### config.mk
export PLATFORM = sky130hd
export DESIGN_NAME = crs_core_regs
export DESIGN_NICKNAME = d
export VERILOG_FILES = /design/src/verilog/crs_pkg.sv /design/src/verilog/crs_core_regs.sv /design/src/verilog/crs_flags.sv /design/src/verilog/crs_stack.sv
export SDC_FILE = /design/constraint.sdc
export NUM_CORES = 1
export LEC_CHECK = 0
export ABC_AREA = 1
export ABC_CLOCK_PERIOD_IN_PS = 1850
export BUFFER_PORTS_ARGS = -buffer_cell sky130_fd_sc_hd__clkbuf_2
export CAP_MARGIN = 5
export CORE_MARGIN = 8
export CORE_UTILIZATION = 52
export CTS_CLUSTER_SIZE = 10
export DETAILED_ROUTE_END_ITERATION = 16
export GPL_TIMING_DRIVEN = 1
export PLACE_DENSITY = 0.82
export SLEW_MARGIN = 5
export SYNTH_ARGS = -nofsm -noshare
export SYNTH_HDL_FRONTEND = slang
export SYNTH_SLANG_ARGS = --single-unit
### constraint.sdc
create_clock -name clk -period 1.85 [get_ports clk]
set_input_delay 0 -clock clk [delete_from_list [all_inputs] [get_ports clk]]
set_output_delay 0 -clock clk [all_outputs]
set_load 0.005 [all_outputs]
### src/verilog/crs_pkg.sv
// shared constants, types and carriers of the core register file
package crs_pkg;

  // ***************************************************************
  // data-space map
  // ***************************************************************
  localparam logic [7:0] ADDR_POINTER_FIRST      = 8'h80;
  localparam logic [7:0] ADDR_POINTER_SECOND     = 8'h81;
  localparam logic [7:0] ADDR_SHORT_DIRECT_FIRST = 8'h82;
  localparam logic [7:0] ADDR_SHORT_DIRECT_SECOND = 8'h83;
  localparam logic [7:0] ADDR_ACCUMULATOR        = 8'hff;

  // ***************************************************************
  // widths and reset values
  // ***************************************************************
  localparam int          DATA_W      = 8;
  localparam int          PC_W        = 12;
  localparam int          STACK_DEPTH = 6;
  localparam int          BANK_W      = 4;
  localparam logic [11:0] RESET_VECTOR = 12'hffe;
  localparam logic [7:0]  DATA_RESET   = 8'h00;
  localparam logic [11:0] PC_ONE       = 12'h001;

  // ***************************************************************
  // types
  // ***************************************************************
  typedef enum logic [1:0] {CTX_NORMAL, CTX_IRQ, CTX_NMI} crs_ctx_t;

  typedef enum logic [3:0] {
    OP_HOLD,
    OP_NEXT,
    OP_JUMP,
    OP_CALL,
    OP_RELATIVE,
    OP_IRQ_ENTER,
    OP_NMI_ENTER,
    OP_SUBROUTINE_EXIT,
    OP_INTERRUPT_EXIT
  } crs_op_t;

  typedef struct packed {
    logic       wr_acc;
    logic       upd_carry;
    logic       upd_zero;
    logic       carry;
    logic [7:0] result;
  } crs_alu_t;

  typedef struct packed {
    logic       rd;
    logic       wr;
    logic [7:0] addr;
    logic [7:0] wdata;
  } crs_ds_req_t;

endpackage : crs_pkg

### src/verilog/crs_core_regs.sv
// programmer-visible core state: data registers, pc, flags, return stack
// ***************************************************************
// Notes on behaviour
// - accumulator, eight bits, also data address ffh
// - pointers mapped at 80h and 81h
// - selected pointer supplies the indirect address
// - short-direct registers mapped at 82h, 83h
// - twelve-bit pc reaches 4096 program bytes
// - bank register extends reach beyond 4096 bytes
// - pc steps by one after each fetch
// - relative branch adds signed offset to pc
// - pc loads jump, call, vector, reset, pop
// - three carry/zero pairs, one per context
// - entry selects context pair; return restores previous
// - no clear on switch; own-context access only
// - carry from arithmetic, bit test, rotate
// - zero set when result equals zero
// - reset starts in non-maskable context
// - six-level twelve-bit return stack, no pointer
// - call or entry pushes pc, drops sixth
// - return pops first level into pc
// - only pc saved on the stack
// - overflow saturates; empty return falls through
// - reset clears stack, pc gets reset vector
// ***************************************************************
`timescale 1ns/1ps
module crs_core_regs
#(
  parameter int BANK_W = crs_pkg::BANK_W // program bank width
)
(
  input  wire logic              clk,         // machine-cycle clock
  input  wire logic              rst_b,       // async reset, active low
  input  crs_pkg::crs_op_t       op,          // sequencer pc/context op
  input  wire logic [11:0]       target,      // jump or call address
  input  wire logic [11:0]       vector,      // interrupt vector
  input  wire logic [7:0]        offset,      // signed relative offset
  input  wire logic [BANK_W-1:0] prog_bank,   // program bank register
  input  wire logic              ptr_sel,     // 0 first, 1 second pointer
  input  crs_pkg::crs_alu_t      alu,         // alu result and flags
  input  crs_pkg::crs_ds_req_t   ds_req,      // data-space access
  output logic [7:0]             ds_rdata_q,  // read data
  output logic                   ds_hit_q,    // access hit a core reg
  output logic [11:0]            pc_q,        // program counter
  output logic [BANK_W+11:0]     fetch_addr_q, // banked fetch address
  output logic [7:0]             acc_q,       // accumulator
  output logic [7:0]             ind_addr_q,  // indirect address
  output logic                   carry_q,     // active carry
  output logic                   zero_q,      // active zero
  output crs_pkg::crs_ctx_t      ctx_q        // running context
);

  // ***************************************************************
  // declarations
  // ***************************************************************
  logic [7:0]        ptr0_q;
  logic [7:0]        ptr1_q;
  logic [7:0]        sd0_q;
  logic [7:0]        sd1_q;
  logic [7:0]        acc_d;
  logic [7:0]        ptr0_d;
  logic [7:0]        ptr1_d;
  logic [11:0]       pc_d;
  logic [11:0]       pc_inc;
  logic [11:0]       pc_rel;
  crs_pkg::crs_ctx_t ctx_d;
  crs_pkg::crs_ctx_t nmi_prev_q;
  crs_pkg::crs_ctx_t nmi_prev_d;
  logic              push;
  logic              pop;
  logic [11:0]       stk_top;
  logic              stk_empty;
  logic              wr_hit;
  logic              flg_carry;
  logic              flg_zero;

  // one write strobe; each register decodes its own address
  assign wr_hit = ds_req.wr;

  // ***************************************************************
  // data-space registers
  // ***************************************************************
  // alu write to the accumulator wins over a bus write in one cycle
  always_comb
  begin
    acc_d = acc_q;
    if (alu.wr_acc)
      acc_d = alu.result;
    else if (wr_hit && ds_req.addr == crs_pkg::ADDR_ACCUMULATOR)
      acc_d = ds_req.wdata;
  end

  always_comb
  begin
    ptr0_d = ptr0_q;
    ptr1_d = ptr1_q;
    if (wr_hit && ds_req.addr == crs_pkg::ADDR_POINTER_FIRST)
      ptr0_d = ds_req.wdata;
    if (wr_hit && ds_req.addr == crs_pkg::ADDR_POINTER_SECOND)
      ptr1_d = ds_req.wdata;
  end

  always_ff @(posedge clk or negedge rst_b)
    if (!rst_b)
    begin
      acc_q  <= crs_pkg::DATA_RESET;
      ptr0_q <= crs_pkg::DATA_RESET;
      ptr1_q <= crs_pkg::DATA_RESET;
    end
    else
    begin
      acc_q  <= acc_d;
      ptr0_q <= ptr0_d;
      ptr1_q <= ptr1_d;
    end

  always_ff @(posedge clk or negedge rst_b)
    if (!rst_b)
    begin
      sd0_q <= crs_pkg::DATA_RESET;
      sd1_q <= crs_pkg::DATA_RESET;
    end
    else if (wr_hit)
    begin
      if (ds_req.addr == crs_pkg::ADDR_SHORT_DIRECT_FIRST)
        sd0_q <= ds_req.wdata;
      if (ds_req.addr == crs_pkg::ADDR_SHORT_DIRECT_SECOND)
        sd1_q <= ds_req.wdata;
    end

  // tracks the pointer value of the next cycle, so a write is seen at once
  always_ff @(posedge clk or negedge rst_b)
    if (!rst_b)
      ind_addr_q <= crs_pkg::DATA_RESET;
    else
      ind_addr_q <= ptr_sel ? ptr1_d : ptr0_d;

  // ***************************************************************
  // data-space read port
  // ***************************************************************
  // read answers one cycle later with the post-write value
  // unmapped addresses answer zero with the hit flag low
  always_ff @(posedge clk or negedge rst_b)
    if (!rst_b)
    begin
      ds_rdata_q <= crs_pkg::DATA_RESET;
      ds_hit_q   <= 1'b0;
    end
    else
    begin
      ds_hit_q   <= 1'b0;
      ds_rdata_q <= crs_pkg::DATA_RESET;
      if (ds_req.rd || ds_req.wr)
      begin
        ds_hit_q <= 1'b1;
        case (ds_req.addr)
          crs_pkg::ADDR_POINTER_FIRST:       ds_rdata_q <= ptr0_d;
          crs_pkg::ADDR_POINTER_SECOND:      ds_rdata_q <= ptr1_d;
          crs_pkg::ADDR_SHORT_DIRECT_FIRST:  ds_rdata_q <= ds_req.wr ? ds_req.wdata : sd0_q;
          crs_pkg::ADDR_SHORT_DIRECT_SECOND: ds_rdata_q <= ds_req.wr ? ds_req.wdata : sd1_q;
          crs_pkg::ADDR_ACCUMULATOR:         ds_rdata_q <= acc_d;
          default:                           ds_hit_q   <= 1'b0;
        endcase
      end
    end

  // ***************************************************************
  // program counter
  // ***************************************************************
  assign pc_inc = pc_q + crs_pkg::PC_ONE;
  assign pc_rel = pc_q + {{4{offset[7]}}, offset};

  always_comb
  begin
    pc_d = pc_q;
    push = 1'b0;
    pop  = 1'b0;
    case (op)
      crs_pkg::OP_HOLD:
        pc_d = pc_q;
      crs_pkg::OP_NEXT:
        pc_d = pc_inc;
      crs_pkg::OP_JUMP:
        pc_d = target;
      crs_pkg::OP_CALL:
      begin
        pc_d = target;
        push = 1'b1;
      end
      crs_pkg::OP_RELATIVE:
        pc_d = pc_rel;
      crs_pkg::OP_IRQ_ENTER, crs_pkg::OP_NMI_ENTER:
      begin
        pc_d = vector;
        push = 1'b1;
      end
      crs_pkg::OP_SUBROUTINE_EXIT, crs_pkg::OP_INTERRUPT_EXIT:
      begin
        pop  = 1'b1;
        pc_d = stk_empty ? pc_inc : stk_top;
      end
      default:
        pc_d = pc_q;
    endcase
  end

  // ***************************************************************
  // return stack
  // ***************************************************************
  // pc only is pushed: data registers are left to the software
  crs_stack #(
    .DEPTH (crs_pkg::STACK_DEPTH),
    .WIDTH (crs_pkg::PC_W)
  ) u_stack (
    .clk   (clk),
    .rst_b (rst_b),
    .push  (push),
    .pop   (pop),
    .din   (pc_q),
    .top   (stk_top),
    .empty (stk_empty)
  );

  always_ff @(posedge clk or negedge rst_b)
    if (!rst_b)
      pc_q <= crs_pkg::RESET_VECTOR;
    else
      pc_q <= pc_d;

  // ***************************************************************
  // fetch address
  // ***************************************************************
  // bank bits extend the fetch beyond the 4096-byte pc reach
  always_ff @(posedge clk or negedge rst_b)
    if (!rst_b)
      fetch_addr_q <= {{BANK_W{1'b0}}, crs_pkg::RESET_VECTOR};
    else
      fetch_addr_q <= {prog_bank, pc_d};

  // ***************************************************************
  // execution context
  // ***************************************************************
  // nmi may preempt irq, so the context under an nmi is remembered
  // limitation: an irq entered under nmi keeps the nmi flags, and
  // its return ends the nmi context early
  always_comb
  begin
    ctx_d      = ctx_q;
    nmi_prev_d = nmi_prev_q;
    case (op)
      crs_pkg::OP_IRQ_ENTER:
        if (ctx_q == crs_pkg::CTX_NORMAL)
          ctx_d = crs_pkg::CTX_IRQ;
      crs_pkg::OP_NMI_ENTER:
        if (ctx_q != crs_pkg::CTX_NMI)
        begin
          nmi_prev_d = ctx_q;
          ctx_d      = crs_pkg::CTX_NMI;
        end
      crs_pkg::OP_INTERRUPT_EXIT:
        if (ctx_q == crs_pkg::CTX_NMI)
          ctx_d = nmi_prev_q;
        else
          ctx_d = crs_pkg::CTX_NORMAL;
      default:
        ctx_d = ctx_q;
    endcase
  end

  always_ff @(posedge clk or negedge rst_b)
    if (!rst_b)
    begin
      ctx_q      <= crs_pkg::CTX_NMI;
      nmi_prev_q <= crs_pkg::CTX_NORMAL;
    end
    else
    begin
      ctx_q      <= ctx_d;
      nmi_prev_q <= nmi_prev_d;
    end

  // ***************************************************************
  // flags
  // ***************************************************************
  crs_flags u_flags (
    .clk       (clk),
    .rst_b     (rst_b),
    .ctx       (ctx_q),
    .ctx_next  (ctx_d),
    .upd_carry (alu.upd_carry),
    .upd_zero  (alu.upd_zero),
    .carry_in  (alu.carry),
    .zero_in   (alu.result == 8'h00),
    .carry_q   (flg_carry),
    .zero_q    (flg_zero)
  );

  // ***************************************************************
  // flag outputs
  // ***************************************************************
  // the flag block already registers the pair of the coming cycle
  assign carry_q = flg_carry;
  assign zero_q  = flg_zero;

endmodule : crs_core_regs

### src/verilog/crs_flags.sv
// three carry/zero pairs, one per execution context
`timescale 1ns/1ps
module crs_flags
(
  input  wire logic             clk,       // machine-cycle clock
  input  wire logic             rst_b,     // async reset, active low
  input  crs_pkg::crs_ctx_t     ctx,       // context in force this cycle
  input  crs_pkg::crs_ctx_t     ctx_next,  // context for the next cycle
  input  wire logic             upd_carry, // write the active carry
  input  wire logic             upd_zero,  // write the active zero
  input  wire logic             carry_in,  // new carry value
  input  wire logic             zero_in,   // new zero value
  output logic                  carry_q,   // carry of next active pair
  output logic                  zero_q     // zero of next active pair
);

  logic [2:0] c_q;
  logic [2:0] z_q;
  logic [2:0] c_d;
  logic [2:0] z_d;

  // ***************************************************************
  // per-context pairs
  // ***************************************************************
  // only the pair of the running context moves; others keep state
  genvar g;
  generate
    for (g = 0; g < 3; g++)
    begin : g_pair
      always_comb
      begin
        c_d[g] = c_q[g];
        z_d[g] = z_q[g];
        if (ctx == crs_pkg::crs_ctx_t'(g))
        begin
          if (upd_carry)
            c_d[g] = carry_in;
          if (upd_zero)
            z_d[g] = zero_in;
        end
      end

      // no clear on switch: pairs hold across context changes
      always_ff @(posedge clk or negedge rst_b)
        if (!rst_b)
        begin
          c_q[g] <= 1'b0;
          z_q[g] <= 1'b0;
        end
        else
        begin
          c_q[g] <= c_d[g];
          z_q[g] <= z_d[g];
        end
    end
  endgenerate

  // registered copy of the pair that will be active
  always_ff @(posedge clk or negedge rst_b)
    if (!rst_b)
    begin
      carry_q <= 1'b0;
      zero_q  <= 1'b0;
    end
    else
    begin
      carry_q <= c_d[ctx_next];
      zero_q  <= z_d[ctx_next];
    end

endmodule : crs_flags

### src/verilog/crs_stack.sv
// six-level hardware return stack, outside data space
`timescale 1ns/1ps
module crs_stack
#(
  parameter int DEPTH = crs_pkg::STACK_DEPTH, // number of levels
  parameter int WIDTH = crs_pkg::PC_W         // bits per level
)
(
  input  wire logic             clk,   // machine-cycle clock
  input  wire logic             rst_b, // async reset, active low
  input  wire logic             push,  // call or interrupt entry
  input  wire logic             pop,   // either return
  input  wire logic [WIDTH-1:0] din,   // value to push
  output logic      [WIDTH-1:0] top,   // first level
  output logic                  empty  // nothing stacked
);

  logic [WIDTH-1:0]         lvl_q [DEPTH];
  logic [$clog2(DEPTH+1)-1:0] cnt_q;

  // ***************************************************************
  // levels
  // ***************************************************************
  genvar g;
  generate
    for (g = 0; g < DEPTH; g++)
    begin : g_lvl
      always_ff @(posedge clk or negedge rst_b)
        if (!rst_b)
          lvl_q[g] <= '0;
        else if (push)
        begin
          if (g == 0)
            lvl_q[g] <= din;
          else
            lvl_q[g] <= lvl_q[(g > 0) ? g - 1 : 0];
        end
        else if (pop && cnt_q != '0)
        begin
          if (g == DEPTH - 1)
            lvl_q[g] <= '0;
          else
            lvl_q[g] <= lvl_q[(g < DEPTH - 1) ? g + 1 : g];
        end
    end
  endgenerate

  // ***************************************************************
  // occupancy
  // ***************************************************************
  // saturates when full: the deepest entry is simply lost
  always_ff @(posedge clk or negedge rst_b)
    if (!rst_b)
      cnt_q <= '0;
    else if (push && cnt_q != DEPTH[$clog2(DEPTH+1)-1:0])
      cnt_q <= cnt_q + 1'b1;
    else if (pop && !push && cnt_q != '0)
      cnt_q <= cnt_q - 1'b1;

  assign top   = lvl_q[0];
  assign empty = (cnt_q == '0);

endmodule : crs_stack
==> impl_metrics.toml, run 1 <==
[drt]
vias = 8567
firstDrtPassIters = 6
drt-initial-drc-count = 856
viasPerCell = 5.460
routed_wl_um = 23910
routedWlPerCell_um = 15.24
drc_errors = 0
antenna_left = 0

[layout]
seq_area_um2 = 4019
area_delta_synth_final_pct = 24.20
fill_cells = 1287
multi_input_area_um2 = 3844
final_util_pct = 65.67
nNetsFinal = 1424
drive_gt1_share_pct = 18.61
antennaDiodeCount = 0

[yosys]
yosysSeqAreaShare_pct = 46.00
synth_edf_count = 0
syn_inst = 1148
synth_compound_area_share_pct = 13.30
synth-xor-area-share_pct = 0.4010
synth_area_um2 = 8737
syn_nets = 1235
synth_top_family_by_area = "simple AND/OR/NAND/NOR gates"
yosysWarnings = 0
synth-seq-cells = 160
async_reset_ff_share_pct = 100.0
yosys.area_share.simple_pct = 27.37
avgSynthCellArea_um2 = 7.611
synthMuxAreaShare_pct = 0.2578
ys.flop_type = "dfrtp_1"
yosysUniqueCellTypes = 45
synthAdderAreaFrac_pct = 2.177

[placement]
io_buffer_count = 129
dp_slack_ns = -0.07543
globalplace.congestion = 0.8845
hpwl_um = 16010

[timing]
tightestPinTransition_ns = 0.4940
final-setup-viol-count = 0
finalHoldViolCount = 0
max_slew_margin_pct = 67.07
period_needed_ns = 1.823
maxSlewViolCount = 0
rsz0062_at_grt = "yes"
fin_hold_ws_ns = 0.008400
clock_skew_ns = 0.004508
period_share_pct = 98.55
layout_setup_ws_ns = 0.02675
max_freq_mhz = 548.5

[global_routing]
grt_pass1_wl_um = 39360
antenna_found_initial = 0
grtUsageTotal_pct = 22.21
grt_max_degree = 85
grt_overflow_total = 0
grt_pass1_vias = 8017

[clock_network]
htree_levels = 4
cts_tree = "yes"
root_buffer = "clkbuf_16"
cts.path.max_buffers = 2
numCtsBuffers = 17
cts.sinks = 160
clkTransAtPathRegs_ns = 0.06
clk_latency_ns = 0.42

[worst_setup_path]
r2r_slack_ns = 0.03
worst-setup-path-type = "flop to flop"
cp-start-kind = "flop"
crit_arrival_ns = 2.19
required_ns = 2.21
worstPathMaxFanout = 8
reg2reg_depth = 12
end_kind = "flop"

[worst_hold_path]
min_from = "target[11]"
holdCritPathClass = "primary input to flop"
min_path_cells = 5

[power]
power.density_nw_per_um2 = 1113
irDropWorstVdd_mv = 0.8252
p_leak_nw = 5.550

[die]
rows = 47
fp.dieW_um = 145.6
ios = 130
die_y_um = 145.6
dieArea_um2 = 21210
start_util_pct = 52.87
core_area_um2 = 16520

[run_status]
outcome = "finished clean"

[job]
maxCapViolCount = 0
[layer usage]
metal  track usage (%)  routed length (um)  vias up
li1                  -                   -     4128
met1             28.69               10260     3978
met2             35.77               11220      394
met3             5.193                1812       67
met4             8.121                 619        0
met5                 0                   0        -
[per-stage QoR]
step | TNS [ns] | area, um2 | power [mW] | std cells
2_1_floorplan | 0 | 8737 | 7.527 | 1148
3_3_place_gp | -0.001239 | 9686 | 8.454 | 1478
3_5_place_dp | -0.1009 | 9686 | 8.601 | 1478
4_1_cts | 0 | 10770 | 11.97 | 1564
5_1_grt | -0.2299 | 10850 | 12.86 | 1569
6_report | 0 | 10850 | 12.08 | 1569
[cell usage in the layout, fill, tap and decap left out, drive strengths merged, types with 2 or more instances in the layout]
master	n
a31oi	10
o221a	9
inv	156
nand4	9
clkinvlp	3
o22ai	18
o21a	6
nand3	131
a22oi	4
a21oi	26
buf	46
ha	12
dlygate4sd3	51
nand3b	3
nand2	302
nor2	108
dfstp	12
and2	4
clkinv	7
mux2	2
fa	2
o21ai	74
or2	2
xor2	3
nor3	8
o211ai	33
dfrtp	148
a211oi	2
clkbuf	150
[critical path: stages, from the launching register on]
cell and delay [ns]:
dfrtp_1 0.37, buf_4 0.12, buf_4 0.16, ha_2 0.21, nand2_1 0.10, nor2_2 0.16, nand2_1 0.10, inv_1 0.10
a21oi_1 0.06, nand3b_1 0.15, nand2_1 0.09, nor2_1 0.05, nor2_1 0.09
[how the worst max path moves through the flow]
stage                     from  endpoint  slack [ns]  cells after the start
final                     flop      flop        0.03                     12
after global routing      flop      flop       -0.11                     12
after CTS                 flop      flop       0.009                     12
after detailed placement  flop      flop       -0.08                     12
after global placement    flop      flop      -0.001                     12
after floorplan           flop      flop        0.05                     13
[layout make-up]
cell class                      count  share of cell area, %
Multi-Input combinational cell    775                  35.42
Inverter                          158                  5.465
Tap cell                          220                  2.537
Clock inverter                      9                 0.7840
Sequential cell                   160                  37.03
Timing Repair Buffer              225                  14.67
Clock buffer                       22                  4.093
[registers in the layout, indices dropped and copies added (netlist names), 2 cells and up, named ones only]
name,count
sd0_q,8
nmi_prev_q,2
ptr1_q,8
u_flags.z_q,3
ptr0_q,8
u_stack.cnt_q,3
u_stack.lvl_q,60
ind_addr_q,8
acc_q,8
ctx_q,2
fetch_addr_q,4
ds_rdata_q,8
u_flags.c_q,3
u_stack.top,12
sd1_q,8
[what timing repair did]
| item | in CTS | in global routing |
|---|---|---|
| gates cloned | 0 | 0 |
| endpoints found under the hold margin | 196 | 0 |
| setup endpoints to repair | 3 | 17 |
| pin swaps | 0 | 12 |
| resized for setup | 1 | 18 |
| setup buffers | 1 | 8 |
| hold buffers | 54 | 0 |
[Yosys cell counts, types with 2 or more instances]
library cell / instances / area (um2)
clkbuf_1: 18 / 67.56
o22ai_1: 18 / 112.6
o21ai_1: 2 / 10.01
a22oi_1: 4 / 30.03
inv_2: 2 / 7.510
o21ai_0: 72 / 360.4
and2_1: 4 / 25.02
nor3_1: 8 / 40.04
nand3b_1: 3 / 22.52
inv_1: 152 / 570.6
ha_1: 12 / 150.1
o21a_1: 6 / 45.04
o211ai_1: 33 / 247.7
dfstp_2: 12 / 315.3
buf_4: 14 / 105.1
nand2_1: 299 / 1122
nand3_1: 129 / 645.6
fa_1: 2 / 40.04
nor2_4: 2 / 22.52
mux2_2: 2 / 22.52
nand2_2: 2 / 12.51
a21oi_1: 26 / 130.1
buf_2: 16 / 80.08
dfrtp_1: 148 / 3704
a211oi_1: 2 / 15.01
nor2_1: 105 / 394.1
clkinv_1: 4 / 15.01
a31oi_1: 10 / 62.56
nand3_2: 2 / 20.02
o221a_2: 9 / 101.4
xor2_1: 3 / 26.28
buf_6: 6 / 67.56
nand4_1: 9 / 56.30
[power by group]
group | total [mW] | internal [mW] | leakage [nW] | switching, mW
Clock | 3.21 | 1.84 | 0.251 | 1.37
Sequential | 5.32 | 4.59 | 1.89 | 0.734
Combinational | 3.54 | 1.54 | 3.41 | 2.01
[logic make-up (layout without fill, tap and decap cells)]
kind of cell               count (synthesis)  count (layout)
and+or+nand+nor                          567             567
buffers and inverters                    213             414
AOI/OAI and AO/OA                        188             188
DFF                                      160             160
adders and majority gates                 14              14
xor gates and xnor gates                   4               4
muxes                                      2               2
Note: power is estimated with default switching activity, not from simulation.
==> run 2: changes to the inputs <==
--- a/config.mk
+++ b/config.mk
@@ -9,12 +9,15 @@
 export ABC_CLOCK_PERIOD_IN_PS = 1850
 export BUFFER_PORTS_ARGS = -buffer_cell sky130_fd_sc_hd__clkbuf_2
 export CAP_MARGIN = 5
+export CELL_PAD_IN_SITES_DETAIL_PLACEMENT = 0
+export CELL_PAD_IN_SITES_GLOBAL_PLACEMENT = 1
 export CORE_MARGIN = 8
-export CORE_UTILIZATION = 52
+export CORE_UTILIZATION = 38
 export CTS_CLUSTER_SIZE = 10
 export DETAILED_ROUTE_END_ITERATION = 16
 export GPL_TIMING_DRIVEN = 1
 export PLACE_DENSITY = 0.82
+export SETUP_SLACK_MARGIN = 0.1
 export SLEW_MARGIN = 5
 export SYNTH_ARGS = -nofsm -noshare
 export SYNTH_HDL_FRONTEND = slang
==> impl_metrics.toml, run 2 (synthesis results as in run 1) <==
[worst_setup_path]
critPathBufInv = 2
slowest_stage = "fa_2"
path_delay_family = "simple AND/OR/NAND/NOR gates"
worstPathMaxFanout = 3
crit_arrival_ns = 2.09
worst-setup-path-type = "flop to flop"
r2r_slack_ns = 0.13
critPathMaxStageDelay_ns = 0.37
cp_cell_sequence = "ha_1, inv_2, fa_2, inv_2, nand3_2, nand2_2, nand4_1, nand3_1, nand2_1, nor2_1, nor2_1, nor2_1"
end_kind = "flop"
cp_common_cell = "nor2_1"
cp-start-kind = "flop"
required_ns = 2.22

[timing]
fin_hold_ws_ns = 0.03877
fin_setup_tns_ns = 0
period_share_pct = 93.09
layout_setup_ws_ns = 0.1278
max_slew_margin_pct = 69.02
rsz0062_at_grt = "yes"
finalHoldViolCount = 0
final-setup-viol-count = 0
max_freq_mhz = 580.7
maxSlewViolCount = 0
clock_skew_ns = 0.008388
period_needed_ns = 1.722
tightestPinTransition_ns = 0.4646

[power]
sw_frac_of_total_pct = 34.46
finalPower_mw = 12.37
p_seq_share_pct = 42.7
p_sw_mw = 4.264
p_leak_nw = 5.616
irDropWorstVdd_mv = 0.6359
combPwrFrac_pct = 28.9
clkPwrFrac_pct = 28.4
power.density_nw_per_um2 = 1110
p_int_mw = 8.110

[placement]
hpwl_um = 16860
globalplace.congestion = 0.8658
dp_cells = 1546
dp_slack_ns = 0.003260
io_buffer_count = 129
place_area_um2 = 9793

[die]
die_y_um = 167.6
fp.dieW_um = 167.6
ios = 130
start_util_pct = 38.59
dieArea_um2 = 28100
core_area_um2 = 22640
rows = 55

[layout]
seq_area_um2 = 4020
final_common_cell = "nand2_1"
antennaDiodeCount = 0
final_cells = 1644
largest_reg_flops = 60
drive_gt1_share_pct = 20.24
nNetsFinal = 1433
fin_area_um2 = 11150
fill_cells = 2231
final_util_pct = 49.23
multi_input_area_um2 = 3919
area_delta_synth_final_pct = 27.57
final_cell_mix = "292 x nand2_1, 147 x dfrtp_1, 146 x inv_1"
regMostFlops = "u_stack.lvl_q"

[drt]
vias = 8104
drt-initial-drc-count = 604
viasPerCell = 4.929
routedWlPerCell_um = 14.39
antenna_left = 0
routed_wl_um = 23660
drc_errors = 0
firstDrtPassIters = 5

[job]
maxCapViolCount = 0

[clock_network]
root_buffer = "clkbuf_16"
htree_levels = 4
numCtsBuffers = 17
clkTransAtPathRegs_ns = 0.07
clk_latency_ns = 0.43
cts.sinks = 160
cts.path.max_buffers = 2
cts_tree = "yes"

[global_routing]
grt_pass1_vias = 7962
grt_overflow_total = 0
grtUsageTotal_pct = 17.27
grt_pass1_wl_um = 40410
antenna_found_initial = 0
grt_max_degree = 85

[run_status]
outcome = "finished clean"

[worst_hold_path]
holdCritPathClass = "primary input to flop"
-- run 2: worst paths after layout --
path	to	cells past startpoint	startpoint
setup / recovery	flop	12	flop
hold / removal	ds_rdata_q[6]	4	alu[11]
setup reg to reg	flop	12	flop
hold reg to reg	sd0_q[6]	2	sd0_q[6]
max in group asynchronous	ctx_q[1]	3	rst_b
min in group asynchronous	ptr0_q[7]	2	rst_b
-- run 2: layer usage --
metal  wire, um  GRT usage, %
met5          0             0
met3       1054         3.151
met1      11580         23.82
met4        365         6.056
met2      10660         26.79
-- run 2: final cells by class --
class                   instances  share of cell area (%)
flip-flops and latches        160                   36.07
multi-input cells             775                   35.16
repair buffers                234                   15.00
inverters                     158                   5.321
clock buffers                  18                   3.940
well taps                     285                   3.199
clock inverters                14                   1.313
-- run 2: power groups by stage --
stage          sequential [mW]  combinational [mW]  clock, mW
6_report                  5.29                3.57       3.51
5_1_grt                   5.42                4.10       3.74
4_1_cts                   5.26                3.44       3.61
2_1_floorplan             5.18                2.35          0
3_3_place_gp              5.29                3.22          0
3_5_place_dp              5.32                3.28          0
-- run 2: worst min-delay path: stages --
cell	delay [ns]
clkbuf_2	0.17
nand2_1	0.10
nand3_1	0.09
a21oi_1	0.06
-- run 2: timing repair --
item / in CTS / in global routing
hold buffers: 60 / 0
resized for setup: 5 / 36
cloned: 0 / 0
pin swaps: 4 / 7
setup buffers: 2 / 4
setup endpoints to repair: 3 / 19
endpoints found under the hold margin: 214 / 0
==> run 3: changes to the inputs <==
--- a/config.mk
+++ b/config.mk
@@ -11,7 +11,6 @@
 export CAP_MARGIN = 5
 export CELL_PAD_IN_SITES_DETAIL_PLACEMENT = 0
 export CELL_PAD_IN_SITES_GLOBAL_PLACEMENT = 1
-export CORE_MARGIN = 8
 export CORE_UTILIZATION = 38
 export CTS_CLUSTER_SIZE = 10
 export DETAILED_ROUTE_END_ITERATION = 16
==> impl_metrics.toml, run 3 (synthesis results as in run 1) <==
[run_status]
outcome = "complete, but fails checks"
violations = "negative hold slack"

[layout]
final_cell_mix = "289 x nand2_1, 149 x inv_1, 147 x dfrtp_1"
final_cells = 1646
antennaDiodeCount = 0
final_common_cell = "nand2_1"
nNetsFinal = 1435
regMostFlops = "u_stack.lvl_q"
final_util_pct = 49.61
fill_cells = 2167
largest_reg_flops = 60
area_delta_synth_final_pct = 28.15
drive_gt1_share_pct = 20.72

[drt]
firstDrtPassIters = 5
routedWlPerCell_um = 13.80
routed_wl_um = 22720
antenna_left = 0
drt-initial-drc-count = 564
drc_errors = 0
viasPerCell = 4.942
vias = 8134

[worst_setup_path]
cp_num_cells = 8
crit_arrival_ns = 2.05
worstPathMaxFanout = 6
reg2reg_depth = 8
critPathBufInv = 1
critPathMaxStageDelay_ns = 0.61
slowest_stage = "dfstp_2"
path_delay_family = "flip-flops"
worst-setup-path-type = "flop to flop"
cp-start-kind = "flop"
end_kind = "flop"
required_ns = 2.20
cp_cell_sequence = "ha_4, a21oi_2, nand2_2, buf_4, o21ai_1, a21oi_1, nor2_1, o211ai_1"

[clock_network]
numCtsBuffers = 17
htree_levels = 4
clkTransAtPathRegs_ns = 0.07
cts.sinks = 160
cts.path.max_buffers = 2
root_buffer = "clkbuf_16"
clk_latency_ns = 0.43
cts_tree = "yes"

[timing]
clock_skew_ns = 0.009782
fin_hold_ws_ns = -0.006394
max_slew_margin_pct = 56.68
tightestPinTransition_ns = 0.6499
maxSlewViolCount = 0
period_share_pct = 92.19
final-setup-viol-count = 0
rsz0062_at_grt = "yes"
finalHoldViolCount = 1
fin_setup_tns_ns = 0
max_freq_mhz = 586.3
period_needed_ns = 1.706

[placement]
dp_cells = 1551
hpwl_um = 16150
io_buffer_count = 129
globalplace.congestion = 0.8808

[die]
core_area_um2 = 22570
ios = 130
fp.dieW_um = 153.6
start_util_pct = 38.71
dieArea_um2 = 23600
rows = 55
die_y_um = 153.6

[power]
irDropWorstVdd_mv = 0.6281
sw_frac_of_total_pct = 34.09
combPwrFrac_pct = 29.1
p_leak_nw = 5.642
p_int_mw = 8.283
p_sw_mw = 4.283
power.density_nw_per_um2 = 1122
p_seq_share_pct = 42.0
clkPwrFrac_pct = 28.9

[global_routing]
grt_overflow_total = 0
grt_pass1_vias = 7638
grt_max_degree = 85
grt_pass1_wl_um = 38010
grtUsageTotal_pct = 19.84
antenna_found_initial = 0

[worst_hold_path]
min_path_cells = 5
holdCritPathClass = "primary input to flop"

[job]
maxCapViolCount = 0
run 3: metrics by stage:
step | instance area [um2] | power (mW) | setup WS, ns
final | 11200 | 12.57 | 0.1445
after global routing | 11200 | 13.48 | 0.0008578
after CTS | 11020 | 12.44 | 0.1042
after detailed placement | 9831 | 8.615 | 0.04305
after global placement | 9831 | 8.530 | 0.07368
after floorplan | 8741 | 7.533 | 0.1048
run 3: cell type report:
type	count	area [um2]	area share (%)
Clock buffer	18	429.2	3.833
Clock inverter	14	173.9	1.553
Inverter	158	593.1	5.297
Multi-Input combinational cell	775	3959	35.36
Sequential cell	160	4020	35.90
Tap cell	285	356.6	3.185
Timing Repair Buffer	236	1665	14.87
run 3: path summary, 6_finish.rpt:
check / startpoint / end / slack (ns)
setup / recovery: flop / flop / 0.14
hold / removal: target[5] / flop / -0.006
setup reg to reg: flop / flop / 0.14
hold reg to reg: sd1_q[2] / sd1_q[2] / 0.47
max in group asynchronous: rst_b / u_stack.lvl_q[32] / 1.05
min in group asynchronous: rst_b / u_stack.top[5] / 0.18
run 3: worst reg2reg max path, delay by kind of cell (launching register included):
family                   cells  cell delay, ns
flip-flops                   1            0.61
AND/OR/NAND/NOR              2            0.23
AO/OA/AOI/OAI                4            0.42
buffers and inverters        1            0.14
adder cells (fa/ha/maj)      1            0.24
run 3: power by group through the flow:
stage	clock network, mW	registers [mW]	logic, mW
3_5_place_dp	0	5.32	3.30
2_1_floorplan	0	5.18	2.35
4_1_cts	3.72	5.25	3.47
5_1_grt	3.87	5.41	4.20
3_3_place_gp	0	5.28	3.25
6_report	3.63	5.28	3.66
run 3: repair_timing:
| item | in CTS | in global routing |
|---|---|---|
| pin swaps | 4 | 13 |
| hold buffers | 55 | 0 |
| endpoints found under the hold margin | 123 | 0 |
| gates cloned | 0 | 0 |
| endpoints found under the setup margin | 3 | 14 |
| resized for setup | 2 | 39 |
| setup buffers | 4 | 5 |
run 3: routing by layer:
layer,vias up,track usage (%),routed length (um)
met5,-,0,0
met4,0,5.333,297
met3,21,2.903,898
met2,201,31.45,10220
met1,3757,28.30,11310
li1,4155,-,-
